**config.mk**
```make
export PLATFORM = sky130hd
export DESIGN_NAME = qrst_core
export DESIGN_NICKNAME = d
export VERILOG_FILES = /design/src/hdl/qrst_pkg.sv /design/src/hdl/qrst_core.sv
export SDC_FILE = /design/constraint.sdc
export NUM_CORES = 1
export LEC_CHECK = 0
export BUFFER_PORTS_ARGS = -buffer_cell sky130_fd_sc_hd__buf_2
export CORE_ASPECT_RATIO = 2
export CORE_MARGIN = 5
export CORE_UTILIZATION = 35
export CTS_BUF_LIST = sky130_fd_sc_hd__clkbuf_16
export DETAILED_ROUTE_END_ITERATION = 8
export GPL_ROUTABILITY_DRIVEN = 0
export GPL_TIMING_DRIVEN = 0
export PLACE_DENSITY_LB_ADDON = 0.25
export SLEW_MARGIN = 20
export SYNTH_ARGS = -nofsm -noshare
export SYNTH_HDL_FRONTEND = slang
export SYNTH_SLANG_ARGS = --single-unit
```
**constraint.sdc**
```tcl
create_clock -name clock -period 3.8 [get_ports clock]
set_input_delay 0.76 -clock clock [delete_from_list [all_inputs] [get_ports clock]]
set_output_delay 0.76 -clock clock [all_outputs]
set_load 0.03 [all_outputs]
```
**src/hdl/qrst_pkg.sv**
```systemverilog
// Constants shared by the quasi-resonant switch timing core.
// Assumes a single 10 MHz clock; times are turned into cycle counts here.
package qrst_pkg;
    // Clock and documented times
    localparam int CLK_NS = 100;
    localparam int MAX_OFF_NS = 50000;
    localparam int EVAL_MS = 48;
    localparam int BURST_BLANK_MS = 24;
    localparam int MAX_OFF_CYC = MAX_OFF_NS / CLK_NS;
    localparam int EVAL_CYC = EVAL_MS * 1000000 / CLK_NS;
    localparam int BURST_BLANK_CYC = BURST_BLANK_MS * 1000000 / CLK_NS;
    // Durations given only as cycle counts
    localparam int SHORT_SUPP_CYC = 20;
    localparam int LONG_SUPP_CYC = 60;
    localparam int LEB_CYC = 3;
    localparam int MAX_ON_CYC = 250;
    localparam int OVP_BLANK_CYC = 10;
    localparam int SW_BLANK_CYC = 2;
    localparam int TMR_W = 16;
    localparam int LONG_W = 20;
    // Counter limits and reset values
    localparam logic [2:0] VALLEY_RST = 3'h0;
    localparam logic [2:0] CNT_MAX = 3'h7;
    localparam logic [2:0] LOAD_MIN = 3'h1;
    localparam logic [2:0] BURST_LOAD = 3'h7;
    // Foldback of the current sense limit
    localparam logic [7:0] CS_LIMIT_MAX = 8'hff;
    localparam logic [7:0] CS_LIMIT_MIN = 8'h40;
    localparam logic [7:0] FOLD_START = 8'h40;
    // Synchroniser lanes
    localparam int C_VAL = 0;
    localparam int C_RS = 1;
    localparam int C_OVP = 2;
    localparam int C_PWM = 3;
    localparam int C_ILIM = 4;
    localparam int C_SW = 5;
    localparam int C_FBEB = 6;
    localparam int C_ZL = 7;
    localparam int C_ZH = 8;
    localparam int C_R1 = 9;
    localparam int NCMP = 10;
    // Register map, byte addresses
    localparam logic [3:0] A_CTRL = 4'h0;
    localparam logic [3:0] A_STATUS = 4'h4;
    localparam logic [3:0] A_MASK = 4'h8;
    localparam logic [3:0] A_STATE = 4'hc;
    // Status and mask bits
    localparam int EV_OVP = 0;
    localparam int EV_SW = 1;
    localparam int EV_BURST = 2;
    localparam int EV_MAXOFF = 3;
    localparam int EV_MAXON = 4;
    localparam int EV_ILIM = 5;
    localparam int NEV = 6;
    localparam logic CTRL_EN_RST = 1'b1;
endpackage : qrst_pkg

```
**src/hdl/qrst_core.sv**
```systemverilog
// Switching control core of a quasi-resonant flyback controller.
// Assumes comparator inputs are asynchronous levels and izc_code is
// produced by logic on the same clock.
// How it works
// - Valley counter stays within 0 to 7.
// - Each falling aux crossing below 100mV while off adds one.
// - Valley counter clears whenever the gate goes high.
// - Aux above overvoltage level while off for blanking time latches off.
// - At turn-off, aux below suppression level picks long suppression, else short.
// - Gate stays low for the whole chosen suppression time.
// - After suppression, gate turns on when valley count reaches load count.
// - Gate turns on after maximum off-time regardless of counters.
// - Scaled current above feedback resets the output flip-flop.
// - Current comparators ignored for leading edge blanking after turn-on.
// - Gate forced off once high longer than maximum on-time.
// - After blanking, current limit comparator turns gate off at once.
// - Short-winding comparator acts after spike blanking, then latches off.
// - Aux current above foldback start lowers the current limit by the excess.
// - Burst flop sets after feedback low and load 7 hold 24ms.
// - Load counter updates from feedback thresholds once per 48ms.
// - Load counter saturates in 1 to 7 and resets to 1.
`timescale 1ns/10ps
`default_nettype none
module qrst_core
    import qrst_pkg::*;
#(
    parameter int EVAL_CYCLES = qrst_pkg::EVAL_CYC,
    parameter int BURST_BLANK_CYCLES = qrst_pkg::BURST_BLANK_CYC
)
(
    // Clock and reset
    input wire logic clock,
    input wire logic rstn,
    // Comparator levels, asynchronous
    input wire logic aux_valley_sense,
    input wire logic aux_below_suppress,
    input wire logic aux_above_overvolt,
    input wire logic scaled_current_trip,
    input wire logic current_limit_trip,
    input wire logic short_winding_trip,
    input wire logic fb_below_burst_entry,
    input wire logic fb_above_zl,
    input wire logic fb_above_zh,
    input wire logic fb_above_r1,
    // Aux pin current measurement
    input wire logic [7:0] izc_code,
    // Register port
    input wire logic [3:0] reg_addr,
    input wire logic [31:0] reg_wdata,
    input wire logic reg_wr,
    input wire logic reg_rd,
    output logic [31:0] reg_rdata,
    // Outputs
    output logic gate_drive_out,
    output logic [7:0] cs_limit,
    output logic latched_off,
    output logic burst_mode,
    output logic irq
);
    typedef struct packed {
        logic [NCMP-1:0] s1;
        logic [NCMP-1:0] s2;
        logic val_d;
        logic gate;
        logic [2:0] valley;
        logic [2:0] load;
        logic [TMR_W-1:0] tmr;
        logic long_supp;
        logic [7:0] ovp_cnt;
        logic [7:0] sw_cnt;
        logic latched;
        logic burst;
        logic [LONG_W-1:0] eval_cnt;
        logic [LONG_W-1:0] beb_cnt;
        logic zl_seen;
        logic zh_seen;
        logic r1_seen;
        logic [7:0] cs_limit;
        logic enable;
        logic [NEV-1:0] status;
        logic [NEV-1:0] mask;
        logic [31:0] rdata;
        logic irq;
    } qrst_state_type;

    qrst_state_type st_r;
    qrst_state_type st_nxt;

    localparam logic [TMR_W-1:0] T_SHORT = TMR_W'(SHORT_SUPP_CYC);
    localparam logic [TMR_W-1:0] T_LONG = TMR_W'(LONG_SUPP_CYC);
    localparam logic [TMR_W-1:0] LEADING_EDGE_BLANK_TIME = TMR_W'(LEB_CYC);
    localparam logic [TMR_W-1:0] T_MAXON = TMR_W'(MAX_ON_CYC);
    localparam logic [TMR_W-1:0] T_MAXOFF = TMR_W'(MAX_OFF_CYC);
    localparam logic [7:0] T_OVP = 8'(OVP_BLANK_CYC);
    localparam logic [7:0] T_SW = 8'(SW_BLANK_CYC);
    localparam logic [LONG_W-1:0] T_EVAL = LONG_W'(EVAL_CYCLES);
    localparam logic [LONG_W-1:0] BURST_ENTRY_BLANK_TIME = LONG_W'(BURST_BLANK_CYCLES);

    // Saturating step of an eight-bit blanking counter
    function automatic logic [7:0] inc8(input logic [7:0] v);
        inc8 = (v == 8'hff) ? v : v + 8'h1;
    endfunction : inc8

    // Saturating step of a long period counter
    function automatic logic [LONG_W-1:0] inc_l(input logic [LONG_W-1:0] v);
        inc_l = (&v) ? v : v + LONG_W'(1);
    endfunction : inc_l

    logic [NCMP-1:0] cmp_raw;
    assign cmp_raw = {fb_above_r1, fb_above_zh, fb_above_zl,
                      fb_below_burst_entry, short_winding_trip,
                      current_limit_trip, scaled_current_trip,
                      aux_above_overvolt, aux_below_suppress,
                      aux_valley_sense};

    logic [TMR_W-1:0] supp_len;
    logic turn_on;
    logic turn_off;
    logic cur_trip;
    logic maxoff_hit;
    logic maxon_hit;
    logic ovp_ev;
    logic sw_ev;
    logic burst_ev;
    logic [NEV-1:0] ev;
    logic [NEV-1:0] w1c;
    logic [7:0] excess;

    always_comb
    begin
        st_nxt = st_r;
        // Two-stage synchroniser
        // synchronise comparators
        st_nxt.s1 = cmp_raw;
        st_nxt.s2 = st_r.s1;
        st_nxt.val_d = st_r.s2[C_VAL];

        supp_len = st_r.long_supp ? T_LONG : T_SHORT;
        maxoff_hit = st_r.tmr >= T_MAXOFF;
        maxon_hit = st_r.tmr >= T_MAXON;
        cur_trip = (st_r.tmr >= LEADING_EDGE_BLANK_TIME)
            && (st_r.s2[C_PWM] || st_r.s2[C_ILIM]);
        turn_on = !st_r.gate && !st_r.latched && !st_r.burst
            && st_r.enable
            && ((st_r.tmr >= supp_len && st_r.valley >= st_r.load)
                || maxoff_hit);
        turn_off = st_r.gate && (maxon_hit || cur_trip || st_r.latched);

        // Gate and cycle timer
        if (turn_on || turn_off)
        begin
            st_nxt.gate = turn_on;
            st_nxt.tmr = '0;
        end
        else if (st_r.tmr != '1)
        begin
            st_nxt.tmr = st_r.tmr + TMR_W'(1);
        end
        if (turn_off)
        begin
            st_nxt.long_supp = st_r.s2[C_RS];
        end

        if (turn_on)
        begin
            st_nxt.valley = VALLEY_RST;
        end
        else if (!st_r.gate && st_r.s2[C_VAL] && !st_r.val_d
                 && st_r.valley != CNT_MAX)
        begin
            st_nxt.valley = st_r.valley + 3'h1;
        end

        st_nxt.ovp_cnt = (!st_r.gate && st_r.s2[C_OVP])
            ? inc8(st_r.ovp_cnt) : 8'h0;
        ovp_ev = st_r.ovp_cnt >= T_OVP;
        st_nxt.sw_cnt = (st_r.gate && st_r.s2[C_SW])
            ? inc8(st_r.sw_cnt) : 8'h0;
        sw_ev = st_r.sw_cnt >= T_SW;
        // Latch holds until reset
        if (ovp_ev || sw_ev)
        begin
            st_nxt.latched = 1'b1;
        end

        st_nxt.zl_seen = st_r.zl_seen || st_r.s2[C_ZL];
        st_nxt.zh_seen = st_r.zh_seen || st_r.s2[C_ZH];
        st_nxt.r1_seen = st_r.r1_seen || st_r.s2[C_R1];
        st_nxt.eval_cnt = st_r.eval_cnt + LONG_W'(1);
        if (st_r.eval_cnt >= T_EVAL - LONG_W'(1))
        begin
            st_nxt.eval_cnt = '0;
            st_nxt.zl_seen = 1'b0;
            st_nxt.zh_seen = 1'b0;
            st_nxt.r1_seen = 1'b0;
            if (st_r.r1_seen)
                st_nxt.load = LOAD_MIN;
            else if (st_r.zh_seen)
                st_nxt.load = (st_r.load > LOAD_MIN) ? st_r.load - 3'h1 : st_r.load;
            else if (!st_r.zl_seen)
                st_nxt.load = (st_r.load < CNT_MAX) ? st_r.load + 3'h1 : st_r.load;
        end

        st_nxt.beb_cnt = (st_r.s2[C_FBEB] && st_r.load == BURST_LOAD)
            ? inc_l(st_r.beb_cnt) : '0;
        burst_ev = !st_r.burst && st_r.beb_cnt >= BURST_ENTRY_BLANK_TIME;
        if (burst_ev)
        begin
            st_nxt.burst = 1'b1;
        end

        excess = (izc_code > FOLD_START) ? izc_code - FOLD_START : 8'h0;
        st_nxt.cs_limit = (excess > CS_LIMIT_MAX - CS_LIMIT_MIN)
            ? CS_LIMIT_MIN : CS_LIMIT_MAX - excess;

        // Events; a set in the clearing cycle wins
        ev = '0;
        ev[EV_OVP] = ovp_ev && !st_r.latched;
        ev[EV_SW] = sw_ev && !st_r.latched;
        ev[EV_BURST] = burst_ev;
        ev[EV_MAXOFF] = turn_on && maxoff_hit;
        ev[EV_MAXON] = turn_off && maxon_hit;
        ev[EV_ILIM] = turn_off && st_r.tmr >= LEADING_EDGE_BLANK_TIME && st_r.s2[C_ILIM];
        w1c = (reg_wr && reg_addr == A_STATUS) ? reg_wdata[NEV-1:0] : '0;
        st_nxt.status = (st_r.status & ~w1c) | ev;

        if (reg_wr && reg_addr == A_CTRL)
            st_nxt.enable = reg_wdata[0];
        if (reg_wr && reg_addr == A_MASK)
            st_nxt.mask = reg_wdata[NEV-1:0];
        st_nxt.irq = |(st_nxt.status & st_nxt.mask);

        // Read data stands one cycle; unmapped reads zero
        st_nxt.rdata = '0;
        if (reg_rd)
        begin
            case (reg_addr)
                A_CTRL: st_nxt.rdata = {31'h0, st_r.enable};
                A_STATUS: st_nxt.rdata = {26'h0, st_r.status};
                A_MASK: st_nxt.rdata = {26'h0, st_r.mask};
                A_STATE: st_nxt.rdata = {15'h0, st_r.cs_limit, st_r.burst,
                                         st_r.latched, st_r.gate, st_r.load, st_r.valley};
                default: st_nxt.rdata = '0;
            endcase
        end
    end

    always_ff @(posedge clock or negedge rstn)
    begin
        if (!rstn)
        begin
            st_r <= '0;
            st_r.load <= LOAD_MIN;
            st_r.cs_limit <= CS_LIMIT_MAX;
            st_r.enable <= CTRL_EN_RST;
        end
        else
        begin
            st_r <= st_nxt;
        end
    end

    assign gate_drive_out = st_r.gate;
    assign cs_limit = st_r.cs_limit;
    assign latched_off = st_r.latched;
    assign burst_mode = st_r.burst;
    assign irq = st_r.irq;
    assign reg_rdata = st_r.rdata;

    property p_valley_step;
        @(posedge clock) disable iff (!rstn)
        !st_r.gate && !turn_on && st_r.s2[C_VAL] && !st_r.val_d && st_r.valley < CNT_MAX
        |=> st_r.valley == $past(st_r.valley) + 3'h1;
    endproperty
    a_valley_step: assert property (p_valley_step) else $error("valley step wrong");

    property p_valley_clear;
        @(posedge clock) disable iff (!rstn)
        $rose(st_r.gate) |-> st_r.valley == VALLEY_RST;
    endproperty
    a_valley_clear: assert property (p_valley_clear) else $error("valley not cleared");

    property p_supp_hold;
        @(posedge clock) disable iff (!rstn)
        !st_r.gate && st_r.tmr < supp_len && !maxoff_hit |=> !st_r.gate;
    endproperty
    a_supp_hold: assert property (p_supp_hold) else $error("on during suppression");

    property p_maxoff;
        @(posedge clock) disable iff (!rstn)
        !st_r.gate && maxoff_hit && st_r.enable && !st_r.latched && !st_r.burst
        |=> st_r.gate && st_r.valley == VALLEY_RST;
    endproperty
    a_maxoff: assert property (p_maxoff) else $error("max off ignored");

    property p_leb;
        @(posedge clock) disable iff (!rstn)
        st_r.gate && st_r.tmr < LEADING_EDGE_BLANK_TIME && !st_r.latched |=> st_r.gate;
    endproperty
    a_leb: assert property (p_leb) else $error("off inside blanking");

    property p_maxon;
        @(posedge clock) disable iff (!rstn)
        st_r.gate && st_r.tmr >= T_MAXON |=> !st_r.gate;
    endproperty
    a_maxon: assert property (p_maxon) else $error("max on ignored");

    property p_ilim;
        @(posedge clock) disable iff (!rstn)
        st_r.gate && st_r.tmr >= LEADING_EDGE_BLANK_TIME && st_r.s2[C_ILIM] |=> !st_r.gate ##1 !st_r.gate;
    endproperty
    a_ilim: assert property (p_ilim) else $error("limit trip ignored");

    property p_load_range;
        @(posedge clock) disable iff (!rstn)
        $changed(st_r.load) |-> st_r.load >= LOAD_MIN && $past(st_r.eval_cnt) == T_EVAL - LONG_W'(1);
    endproperty
    a_load_range: assert property (p_load_range) else $error("load counter off period");

    property p_burst;
        @(posedge clock) disable iff (!rstn)
        $rose(st_r.burst) |-> $past(st_r.load) == BURST_LOAD && $past(st_r.s2[C_FBEB]);
    endproperty
    a_burst: assert property (p_burst) else $error("burst entered wrongly");
endmodule : qrst_core
`default_nettype wire

```
==> results.sh <==
export IMPL_slowest_delay_ns=0.46
export IMPL_top_layer="met4"
export IMPL_ioPinCount=102
export IMPL_max_freq_mhz=420.2
export IMPL_wl_mm=14.62
export IMPL_hold_buffers=0
export IMPL_die_w_microns=109.3
export IMPL_cts_root_buf="clkbuf_16"
export IMPL_critPathMaxFanout=10
export IMPL_relSlewSlack_pct=41.85
export IMPL_p_comb_share_pct=18.6
export IMPL_rsz0062_at_grt="no"
export IMPL_yosysUniqueCellTypes=66
export IMPL_layout_common_cells="135 x dfrtp_1, 100 x nor2_1, 63 x buf_2, 41 x nand2_1, 40 x buf_4"
export IMPL_cts_resized_gates=0
export IMPL_power_density_nw_per_um2=544.6
export IMPL_synth_avg_cell_area_sq_um=10.60
export IMPL_synth_warnings=0
export IMPL_cts_buffer_depth=2
export IMPL_die_area_sq_um=22800
export IMPL_drv_cap=0
export IMPL_fin_skew_ns=0.007832
export IMPL_tritoncts="yes"
export IMPL_utilization_pct=42.56
export IMPL_wl_per_cell_microns=14.38
export IMPL_hold_viol_final=0
export IMPL_numCtsBuffers=17
export IMPL_final_min_clock_period_ns=2.380
export IMPL_p_int_mw=3.223
export IMPL_clock_latency_ns=0.41
export IMPL_antenna_found_initial=0
export IMPL_nets=824
export IMPL_grt_max_degree=96
export IMPL_cp_slowest_cell="nor4_1"
export IMPL_hpwl_mm=10.91
export IMPL_syn_inst=651
export IMPL_cp_required_ns=4.13
export IMPL_vias_per_cell=4.698
export IMPL_ys_flop_type="dfrtp_1"
export IMPL_p_seq_share_pct=41.7
export IMPL_postRouteAntennaNets=0
export IMPL_dr_wl_met2_mm=8.547
export IMPL_die_y_microns=208.6
export IMPL_period_share_pct=62.62
export IMPL_yosysSeqAreaShare_pct=52.76
export IMPL_drt_iter0_drc=144
export IMPL_switching_power_mw=1.267
export IMPL_final_cells=1017
export IMPL_p_leak_nw=3.906
export IMPL_initial_core_util_pct=35.63
export IMPL_cts_setup_buffers=0
export IMPL_swShare_pct=28.22
export IMPL_cts_sinks=145
export IMPL_cp_start_kind="flop"
export IMPL_outcome="finished clean"
export IMPL_dp_cells=986
export IMPL_grtUsageTotal_pct=13.96
export IMPL_setup_viol=0
export IMPL_wl_met1_mm=5.361
export IMPL_drc=0
export IMPL_grt_pass1_vias=5060
export IMPL_grt_pass1_wl_mm=25.16
export IMPL_ys_ff_latch=145
export IMPL_portBuffers=60
export IMPL_grt_overflow=0
export IMPL_crit_path_end_kind="flop"
export IMPL_fillerInstances=1931
export IMPL_n_antenna_cell=0
export IMPL_path_class="flop to flop"
export IMPL_wl_met3_microns=418
export IMPL_area_delta_synth_final_pct=19.43
export IMPL_synth_area_sq_um=6902
export IMPL_vias=4778
export IMPL_firstDrtPassIters=4
export IMPL_worst_pin_slew_ns=0.8601
export IMPL_core_area_sq_um=19370
export IMPL_layout_commonest_cell="dfrtp_1"
export IMPL_rows=72
export IMPL_arrival_ns=2.71
export IMPL_async_flop_share_pct=100.0
export IMPL_htree_levels=4
export IMPL_path_cells="buf_2 -> nor4_1 -> nand2_1 -> a2111oi_2 -> nand2b_1 -> o21ai_2 -> buf_6 -> nor2_1"
export IMPL_drv_slew=0
export IMPL_layout_drive_gt1_share_pct=23.48
export IMPL_peakVddDrop_v=0.0003403
export IMPL_power_clock_fraction_pct=39.7
export IMPL_min_path_type="input pin to async pin"
export IMPL_path_clk_slew_ns=0.06
export IMPL_synth_edf_count=0
==> synthesized netlist by cell type, types with 8 or more instances <==
master,n,area share (%)
buf_4,40,4.4
and3_1,13,1.2
inv_1,16,0.87
dfstp_2,10,3.8
mux2_2,12,2.0
dfrtp_1,135,49
nor3_1,15,1.1
a31oi_1,8,0.73
nand4_1,14,1.3
o21ai_0,13,0.94
nor2_1,100,5.4
nand3_1,36,2.6
a21oi_1,9,0.65
and2_1,14,1.3
xor2_1,27,3.4
nand2_1,41,2.2
ha_1,20,3.6
xnor2_1,20,2.5
==> path summary, 6_finish.rpt <==
kind                              from   endpoint  slack [ns]  depth (start not counted)
min in group clock         st_nxt[145]  st_r[145]        0.35                          0
hold / removal                    rstn  st_r[102]        0.26                          1
setup / recovery             st_r[129]  st_r[122]        1.42                          8
hold reg to reg            st_nxt[145]  st_r[145]        0.35                          0
max in group asynchronous         rstn  st_r[132]        2.73                          2
setup reg to reg             st_r[129]  st_r[122]        1.42                          8
==> metrics by stage <==
stage          TNS (ns)  hold slack [ns]  instance area [sq um]  total power, mW  worst slack, ns
2_1_floorplan         0           0.3312                   6958            2.476            1.530
3_3_place_gp     -27.13           0.3341                   7582            2.733          -0.2225
3_5_place_dp          0           0.3358                   7620            2.750            1.117
4_1_cts               0           0.2571                   8243            4.555            1.371
5_1_grt               0           0.2753                   8243            4.743            1.169
6_report              0           0.2557                   8243            4.489            1.420
==> cells by family (layout without fill, tap and decap cells) <==
group / Yosys count / after routing / synth area share (%)
mux: 18 / 18 / 3.009
flops: 145 / 145 / 52.76
other cells: 1 / 16 / 0.05434
fa+ha+maj: 20 / 20 / 3.626
compound gates: 75 / 75 / 8.085
xor+xnor: 47 / 47 / 5.965
simple gates: 275 / 275 / 20.12
buf+inv: 70 / 162 / 6.381
==> flip-flops by register name, indices dropped and copies added, names as in the netlist <==
signal,cells
burst_mode,1
irq,1
st_nxt,11
gate_drive_out,1
st_r,105
latched_off,1
reg_rdata,17
cs_limit,8
==> cell type report <==
class / instances / area (sq um) / area share (%)
Clock buffer: 17 / 425.4 / 5.161
Tap cell: 259 / 324.1 / 3.931
Timing Repair Buffer: 61 / 337.8 / 4.098
Multi-Input combinational cell: 451 / 2877 / 34.90
Sequential cell: 145 / 3641 / 44.17
Clock inverter: 14 / 197.7 / 2.398
Inverter: 16 / 60.06 / 0.7286
Buffer: 54 / 380.4 / 4.614
==> critical path: cells and delay by family (launching register included) <==
kind | cells | cell delay [ns]
simple gates | 4 | 1.02
compound gates | 2 | 0.58
flops | 1 | 0.35
buf+inv | 2 | 0.34
==> metal layers <==
metal,track usage (%),vias to the layer above
li1,-,2372
met1,14.71,2330
met2,26.48,57
met3,2.625,19
met4,5.338,0
met5,0,-
==> power by group through the flow <==
stage          combinational [mW]  clock (mW)  sequential, mW
2_1_floorplan               0.605           0            1.87
3_3_place_gp                0.832           0            1.90
3_5_place_dp                0.846           0            1.90
4_1_cts                     0.856        1.82            1.88
5_1_grt                     0.954        1.89            1.90
6_report                    0.835        1.78            1.87
No activity file was read; power rests on OpenSTA's default activity.
